**src/inc/ccic_map.vh**
```
// Purpose: Register map, field layout and timing for the composite clock
//          input control block.
// Assumes: APB with 32-bit data, one aligned word per register.
// Notes:   Byte address of a register is four times its index.
`ifndef CCIC_MAP_VH
`define CCIC_MAP_VH

`define CCIC_AW 12

`define CCIC_IDX_CTRL0 10'h07b
`define CCIC_IDX_CTRL1 10'h07c
`define CCIC_IDX_STAT  10'h07d
`define CCIC_IDX_IRQST 10'h080
`define CCIC_IDX_IRQMS 10'h081

`define CCIC_ADDR(i) {i, 2'h0}

`define CCIC_F_MODE_LO  0
`define CCIC_F_MODE_HI  1
`define CCIC_F_STYLE    2
`define CCIC_F_ALIGN_LO 3
`define CCIC_F_ALIGN_HI 4
`define CCIC_CTRL_W     5

`define CCIC_CTRL_RST   5'h00
`define CCIC_MASK_RST   6'h00
`define CCIC_STAT_W     6

`define CCIC_S_CC0      0
`define CCIC_S_8K0      1
`define CCIC_S_400_0    2
`define CCIC_S_CC1      3
`define CCIC_S_8K1      4
`define CCIC_S_400_1    5

`define CCIC_MODE_PLAIN 2'h0
`define CCIC_MODE_SPLIT 2'h1
`define CCIC_MODE_AUTO  2'h2

`define CCIC_ALIGN_8K   2'h1
`define CCIC_ALIGN_400  2'h2

`define CCIC_POS_FIRST  4'h1
`define CCIC_POS_LAST   4'h8

`define CCIC_GAP_OCTETS 5'h14

`define CCIC_CLK_NS     100
`define CCIC_LOSS_NS    32000
`define CCIC_LOSS_CYC   9'h140
`define CCIC_TMR_W      9

`endif

```
**src/hw/ccic_top.v**
```verilog
// Purpose: Composite clock input control for two reference/sync pairs.
// Assumes: Pair inputs are synchronous to clk; rst_n is synchronous.
// Notes:   Reference pin carries the positive rail, sync pin the negative.
//
// The implementer's own choice: register access over APB.
`include "ccic_map.vh"
`timescale 1ns/100ps
`default_nettype none

module ccic_pair
#(
  parameter [`CCIC_TMR_W-1:0] LOSS_CYC = `CCIC_LOSS_CYC,
  parameter [4:0]             GAP      = `CCIC_GAP_OCTETS
)
(
  input  wire       clk,
  input  wire       rst_n,
  input  wire       refIn,
  input  wire       syncIn,
  input  wire [1:0] mode,
  input  wire       style,
  input  wire [1:0] align,
  output wire       ccFound,
  output wire       sync8kFound,
  output wire       sync400Found,
  output wire       compositeActive,
  output wire       framePulse
);

  reg                   refD_q;
  reg                   syncD_q;
  reg                   lastNeg_q;
  reg                   havePol_q;
  reg [3:0]             pos_q;
  reg [4:0]             sinceGap_q;
  reg [`CCIC_TMR_W-1:0] timer_q;
  reg                   seenPos_q;
  reg                   seenNeg_q;
  reg                   found8k_q;
  reg                   found400_q;
  reg                   pulse_q;

  wire       enable;
  wire       markP;
  wire       markN;
  wire       mark;
  wire       neg;
  wire       bpv;
  wire [3:0] expPos;
  wire [3:0] rawNext;
  wire [3:0] posNext;
  wire       misaligned;
  wire       check;
  wire       gapValid;
  wire       timeout;

  // Reserved mode 11 is treated as plain so the decoder stays idle.
  assign enable = (mode == `CCIC_MODE_SPLIT) ||
                  (mode == `CCIC_MODE_AUTO);
  assign markP  = refIn & ~refD_q;
  assign markN  = syncIn & ~syncD_q;
  assign mark   = markP | markN;
  assign neg    = markN & ~markP;
  assign bpv    = mark & havePol_q & (neg == lastNeg_q);
  assign expPos = style ? `CCIC_POS_FIRST : `CCIC_POS_LAST;
  assign rawNext = (pos_q == `CCIC_POS_LAST) ? `CCIC_POS_FIRST :
                   pos_q + 4'h1;
  // A violation always realigns the octet counter to where it belongs.
  assign posNext    = bpv ? expPos : rawNext;
  assign misaligned = bpv & (rawNext != expPos);
  assign check      = mark & (posNext == expPos);
  assign gapValid   = check & ~bpv & found8k_q &
                      (sinceGap_q == GAP - 5'h01);
  assign timeout    = (timer_q == LOSS_CYC - 1'b1);

  always @(posedge clk)
  begin
    if (!rst_n)
    begin
      refD_q  <= 1'b0;
      syncD_q <= 1'b0;
    end
    else
    begin
      refD_q  <= refIn;
      syncD_q <= syncIn;
    end
  end

  // Detection is live: a silent line or a plain mode clears every flag.
  // A mark on the last count keeps the pair alive instead of clearing it.
  always @(posedge clk)
  begin
    if (!rst_n || !enable || (timeout && !mark))
    begin
      lastNeg_q  <= 1'b0;
      havePol_q  <= 1'b0;
      pos_q      <= 4'h0;
      sinceGap_q <= 5'h00;
      seenPos_q  <= 1'b0;
      seenNeg_q  <= 1'b0;
      found8k_q  <= 1'b0;
      found400_q <= 1'b0;
    end
    else if (mark)
    begin
      lastNeg_q <= neg;
      havePol_q <= 1'b1;
      pos_q     <= posNext;
      if (neg)
        seenNeg_q <= 1'b1;
      else
        seenPos_q <= 1'b1;
      if (check && bpv)
      begin
        found8k_q <= ~misaligned;
        if (sinceGap_q == GAP - 5'h01)
          found400_q <= 1'b0;
        if (sinceGap_q < GAP)
          sinceGap_q <= sinceGap_q + 5'h01;
      end
      else if (check)
      begin
        sinceGap_q <= 5'h00;
        if (gapValid)
          found400_q <= 1'b1;
        else
        begin
          found8k_q  <= 1'b0;
          found400_q <= 1'b0;
        end
      end
      else if (bpv)
        found8k_q <= 1'b0;
    end
  end

  // The loss timer restarts on every mark, so only a silent line times out.
  always @(posedge clk)
  begin
    if (!rst_n || !enable || mark)
      timer_q <= {`CCIC_TMR_W{1'b0}};
    else if (!timeout)
      timer_q <= timer_q + 1'b1;
    else
      timer_q <= {`CCIC_TMR_W{1'b0}};
  end

  assign ccFound      = seenPos_q & seenNeg_q;
  assign sync8kFound  = found8k_q;
  assign sync400Found = found400_q;
  // Automatic mode only hands the pair to the decoder once it is seen.
  assign compositeActive = (mode == `CCIC_MODE_SPLIT) ||
                           ((mode == `CCIC_MODE_AUTO) && ccFound);

  // The pulse is registered, so it trails the checking mark by one cycle.
  // Codes 00 and 11 give no pulse, so a clear or fully set field stays quiet.
  always @(posedge clk)
  begin
    if (!rst_n)
      pulse_q <= 1'b0;
    else
    begin
      case (align)
        `CCIC_ALIGN_8K:
          pulse_q <= compositeActive & check & bpv & ~misaligned;
        `CCIC_ALIGN_400:
          pulse_q <= compositeActive & gapValid;
        default:
          pulse_q <= 1'b0;
      endcase
    end
  end

  assign framePulse = pulse_q;

endmodule

module ccic_top
(
  input  wire                   clk,
  input  wire                   rst_n,
  input  wire                   psel,
  input  wire                   penable,
  input  wire                   pwrite,
  input  wire [`CCIC_AW-1:0]    paddr,
  input  wire [31:0]            pwdata,
  output reg  [31:0]            prdata,
  output wire                   pready,
  output wire                   pslverr,
  input  wire                   referenceInputZero,
  input  wire                   syncInputZero,
  input  wire                   referenceInputOne,
  input  wire                   syncInputOne,
  output wire                   compositeActiveZero,
  output wire                   compositeActiveOne,
  output wire                   framePulseZero,
  output wire                   framePulseOne,
  output wire                   irq
);

  reg  [`CCIC_CTRL_W-1:0] ctrl0_q;
  reg  [`CCIC_CTRL_W-1:0] ctrl1_q;
  reg  [`CCIC_STAT_W-1:0] irqStat_q;
  reg  [`CCIC_STAT_W-1:0] irqMask_q;
  reg  [`CCIC_STAT_W-1:0] detPrev_q;
  reg  [31:0]             rdata_d;
  reg                     mapped;
  wire [`CCIC_STAT_W-1:0] detect;
  wire                    setup;
  wire                    access;
  wire                    wrEn;

  // Both pairs use one decoder design; only their register fields differ.
  ccic_pair u_pair0
  (
    .clk             (clk),
    .rst_n           (rst_n),
    .refIn           (referenceInputZero),
    .syncIn          (syncInputZero),
    .mode            (ctrl0_q[`CCIC_F_MODE_HI:`CCIC_F_MODE_LO]),
    .style           (ctrl0_q[`CCIC_F_STYLE]),
    .align           (ctrl0_q[`CCIC_F_ALIGN_HI:`CCIC_F_ALIGN_LO]),
    .ccFound         (detect[`CCIC_S_CC0]),
    .sync8kFound     (detect[`CCIC_S_8K0]),
    .sync400Found    (detect[`CCIC_S_400_0]),
    .compositeActive (compositeActiveZero),
    .framePulse      (framePulseZero)
  );

  ccic_pair u_pair1
  (
    .clk             (clk),
    .rst_n           (rst_n),
    .refIn           (referenceInputOne),
    .syncIn          (syncInputOne),
    .mode            (ctrl1_q[`CCIC_F_MODE_HI:`CCIC_F_MODE_LO]),
    .style           (ctrl1_q[`CCIC_F_STYLE]),
    .align           (ctrl1_q[`CCIC_F_ALIGN_HI:`CCIC_F_ALIGN_LO]),
    .ccFound         (detect[`CCIC_S_CC1]),
    .sync8kFound     (detect[`CCIC_S_8K1]),
    .sync400Found    (detect[`CCIC_S_400_1]),
    .compositeActive (compositeActiveOne),
    .framePulse      (framePulseOne)
  );

  assign setup   = psel & ~penable;
  assign access  = psel & penable;
  // Read data is latched in the setup cycle, so no wait state is needed.
  assign pready  = access;
  assign pslverr = access & ~mapped;
  assign wrEn    = access & pwrite & mapped;

  always @*
  begin
    mapped  = 1'b1;
    rdata_d = 32'h00000000;
    case (paddr)
      `CCIC_ADDR(`CCIC_IDX_CTRL0):
        rdata_d[`CCIC_CTRL_W-1:0] = ctrl0_q;
      `CCIC_ADDR(`CCIC_IDX_CTRL1):
        rdata_d[`CCIC_CTRL_W-1:0] = ctrl1_q;
      `CCIC_ADDR(`CCIC_IDX_STAT):
        rdata_d[`CCIC_STAT_W-1:0] = detect;
      `CCIC_ADDR(`CCIC_IDX_IRQST):
        rdata_d[`CCIC_STAT_W-1:0] = irqStat_q;
      `CCIC_ADDR(`CCIC_IDX_IRQMS):
        rdata_d[`CCIC_STAT_W-1:0] = irqMask_q;
      default:
        mapped = 1'b0;
    endcase
  end

  // A read shows the live status as it stood in the setup cycle.
  always @(posedge clk)
  begin
    if (!rst_n)
      prdata <= 32'h00000000;
    else if (setup)
      prdata <= rdata_d;
  end

  // Control bits 31:5 and mask bits 31:6 are not stored and read back as zero.
  always @(posedge clk)
  begin
    if (!rst_n)
    begin
      ctrl0_q   <= `CCIC_CTRL_RST;
      ctrl1_q   <= `CCIC_CTRL_RST;
      irqMask_q <= `CCIC_MASK_RST;
    end
    else if (wrEn)
    begin
      case (paddr)
        `CCIC_ADDR(`CCIC_IDX_CTRL0):
          ctrl0_q <= pwdata[`CCIC_CTRL_W-1:0];
        `CCIC_ADDR(`CCIC_IDX_CTRL1):
          ctrl1_q <= pwdata[`CCIC_CTRL_W-1:0];
        `CCIC_ADDR(`CCIC_IDX_IRQMS):
          irqMask_q <= pwdata[`CCIC_STAT_W-1:0];
        default:
          ctrl0_q <= ctrl0_q;
      endcase
    end
  end

  // Any change of a detect bit is an event; a new event beats the clear.
  always @(posedge clk)
  begin
    if (!rst_n)
    begin
      detPrev_q <= {`CCIC_STAT_W{1'b0}};
      irqStat_q <= {`CCIC_STAT_W{1'b0}};
    end
    else
    begin
      detPrev_q <= detect;
      if (wrEn && (paddr == `CCIC_ADDR(`CCIC_IDX_IRQST)))
        irqStat_q <= (irqStat_q & ~pwdata[`CCIC_STAT_W-1:0]) |
                     (detect ^ detPrev_q);
      else
        irqStat_q <= irqStat_q | (detect ^ detPrev_q);
    end
  end

  // The interrupt is a level; software drops it by clearing status bits.
  assign irq = |(irqStat_q & irqMask_q);

endmodule

`default_nettype wire

```
**config.mk**
```make
export PLATFORM = sky130hd
export DESIGN_NAME = ccic_top
export DESIGN_NICKNAME = d
export VERILOG_FILES = /design/src/hw/ccic_top.v
export VERILOG_INCLUDE_DIRS = /design/src /design/src/inc
export SDC_FILE = /design/constraint.sdc
export NUM_CORES = 1
export LEC_CHECK = 0
export BUFFER_PORTS_ARGS = -buffer_cell sky130_fd_sc_hd__buf_4
export CORE_MARGIN = 4
export CORE_UTILIZATION = 59
export DETAILED_ROUTE_END_ITERATION = 16
export PLACE_DENSITY = 0.93
export SYNTH_ARGS = -nofsm -noshare
export SYNTH_HDL_FRONTEND = slang
export SYNTH_SLANG_ARGS = --single-unit
```
**constraint.sdc**
```tcl
create_clock -name clk -period 4.1 [get_ports clk]
set_clock_uncertainty 0.1 [all_clocks]
set_input_delay 0.615 -clock clk [delete_from_list [all_inputs] [get_ports clk]]
set_output_delay 0.615 -clock clk [all_outputs]
set_load 0.005 [all_outputs]
```
==> metrics <==
status=complete, no violations; CTS tree=yes; Post-synth top flop=dfxtp_1; DPL Wire Length=7200 um; placed insts=646; Critical Path, Cell by Cell=buf_4 > nor4b_1 > and4_1 > a211oi_1 > buf_4; Async S/R FF share, synth=0%; LEAKAGE=about 1.9 nW; Tmin final=2.67 ns; # port buffers=39; Skew-Pair Late Insertion Delay=0.36 ns; required time worst endpoint=~3.4 ns; Final Hold Violating Endpoints=0; Final TNS setup=0 ns; cts hold-fix bufs=0; first-pass detailed-route iteration total=5; Area Overhead vs Synth=10.8%; Iter 0 DRT Violations=261; final setup vio count=0; post-route clock period utilization=65.0%; Post-Route WL=between 9000 and 10000 um; Root Buffer=clkbuf_8; gr usage total=23.0%; register area share after synthesis=between 30% and 40%; f_max=0.375 GHz; design area=4950 um2; NumNets Final=627; initial core utilization=a little over 60%; via count=3814; Worst Path Buf+Inv=2; Synth Register Bits=a little under 90; fraction of layout cells with a size suffix above 1=11.5%; Startpoint Class=input port; ANT cells=0; fill count=roughly 560; Die H=between 90 and 100 um; Slew Viols, Final=0; Rel. slew slack=20.9%; GPL Wtd Cong=around 0.9; first-pass GRT wire length=16600 um; worst hold path class=reg -> reg; Cell Area, Synth=between 4000 and 5000 um2; CTS H-Tree Depth=3; drt drc=0; Pwr Total=1.54 mW; vias per cell=just under 6; site row count=31; Critical Path End Type=primary output; VDD IR max=0.000180 V; critical path's top delay family=simple AND/OR/NAND/NOR gates; Routed Antenna Nets=0; CP dominant cell by count=buf_4; Max clock buf depth=2; actual slew at the worst max-slew pin=1.17 ns; RSZ-0062 raised after global routing=no; clock slew at reported path FFs=0.08 ns; crit path DAT=1.95 ns; Placed Instance Area=4760 um2; max-capacitance violation count=0; largest net degree at the start of global routing=43; yosys warns=0; I/O pins=92; clock sink count=around 90; Syn Area/Cell=8.63 um2; Syn Inst Count=a little over 500; core box area=7290 um2; Routed WL per cell=15.0 um; CTS-repair resized insts=0; vias in the first global route=3625; die area=9040 um2; die width=around 95 um; Critical Setup Path Class=in -> out; Non-Filler Instances=662; Post-synth EDFFs=0; worst stage delay on the critical path=about 0.54 ns; slowest library cell on the worst path=nor4b_1; Distinct cells, synth=51; initial antenna violation count=0; total CTS buffers=9; Crit Path Max Fanout=6; pwr/cell area=311 nW/um2; grt total ovfl=0; post-CTS setup buffer count=0
-- report_power, final --
part | switching [mW] | internal, mW | total, mW
combinational | 0.0477 | 0.0378 | 0.0855
sequential | 0.00298 | 0.859 | 0.862
clock | 0.309 | 0.285 | 0.594
total | 0.360 | 1.18 | 1.54
-- synthesized netlist by cell type (6+ instances only) --
master,instances,area [um2]
a22oi_1,9,67.6
nand2b_1,9,56.3
o211ai_1,6,45.0
nand3b_1,8,60.1
dfxtp_1,88,1760
and2_1,10,62.6
xor2_1,16,140
clkbuf_1,11,41.3
and3_1,9,56.3
nand4_1,6,37.5
nor3_1,15,75.1
xnor2_1,9,78.8
mux2i_1,16,160
buf_4,26,195
nor2b_1,33,206
nand2_1,35,131
ha_1,16,200
a21oi_1,28,140
o21ai_0,16,80.1
nor2_1,44,165
inv_1,20,75.1
nand3_1,27,135
-- worst paths after layout --
check	startpoint	to	slack, ns	cells after the start
setup / recovery	paddr[9]	pslverr	1.43	5
hold / removal	u_pair0.timer_q[0]	u_pair0.timer_q[0]	0.37	1
setup reg to reg	ctrl1_q[0]	u_pair1.sync400Found	1.80	7
hold reg to reg	u_pair0.timer_q[0]	u_pair0.timer_q[0]	0.37	1
-- logic make-up (layout without fill, tap and decap cells) --
kind of cell	count (synthesis)	in the layout	share of synthesized area, %
AOI/OAI and AO/OA	86	86	12.5
xor gates and xnor gates	25	25	4.90
adders and majority gates	16	16	4.48
buffers and inverters	59	79	7.33
DFF	88	88	39.4
muxes	17	17	3.83
other	1	26	0.0839
and+or+nand+nor	226	226	27.5
-- worst register-to-register path, stage by stage, from the launching register on --
cell and delay, ns:
dfxtp_1 0.41, inv_1 0.06, ha_1 0.29, nor2b_1 0.27, o21ai_0 0.30, buf_4 0.26
or4_1 0.47, o21ai_0 0.08
-- placed cells by master (no fill, tap or decap), drive strengths merged, types with 22 or more instances in the layout --
master / n
a21oi: 28
buf: 43
conb: 26
dfxtp: 88
inv: 22
nand2: 35
nand3: 27
nor2: 44
nor2b: 33
-- through the flow --
step / setup WS, ns / utilization, % / hold WS [ns]
6_report: 1.43 / 67.9 / 0.367
5_1_grt: 1.29 / 67.9 / 0.387
4_1_cts: 1.44 / 67.9 / 0.368
3_5_place_dp: 1.24 / 65.3 / 0.352
3_3_place_gp: 1.27 / 65.3 / 0.339
2_1_floorplan: 1.68 / - / 0.326
-- cell type report --
cell class | instances | area [um2] | area share [%]
clock buffer | 10 | 128 | 2.58
clock inverter | 6 | 67.6 | 1.36
inverter | 20 | 75.1 | 1.52
multi-input combinational | 396 | 2480 | 50.0
sequential | 88 | 1760 | 35.6
tap | 99 | 124 | 2.50
timing repair buffer | 43 | 323 | 6.52
-- sequential cells by signal (all words and copies together), names as in the netlist, 6 cells and up --
name,cells
irqMask_q,6
prdata,6
detPrev_q,6
u_pair0.timer_q,9
u_pair1.timer_q,9
irqStat_q,6
-- routing by layer --
layer  track usage, %  vias to the layer above  part of all wire [%]
met5                0                        -                     0
met4             8.77                        0                   2.5
met3             5.21                       20                   7.4
met2             38.7                      159                    48
met1             28.6                     1777                    42
li1                 -                     1858                     -
Power figures use the tool's default switching activity.
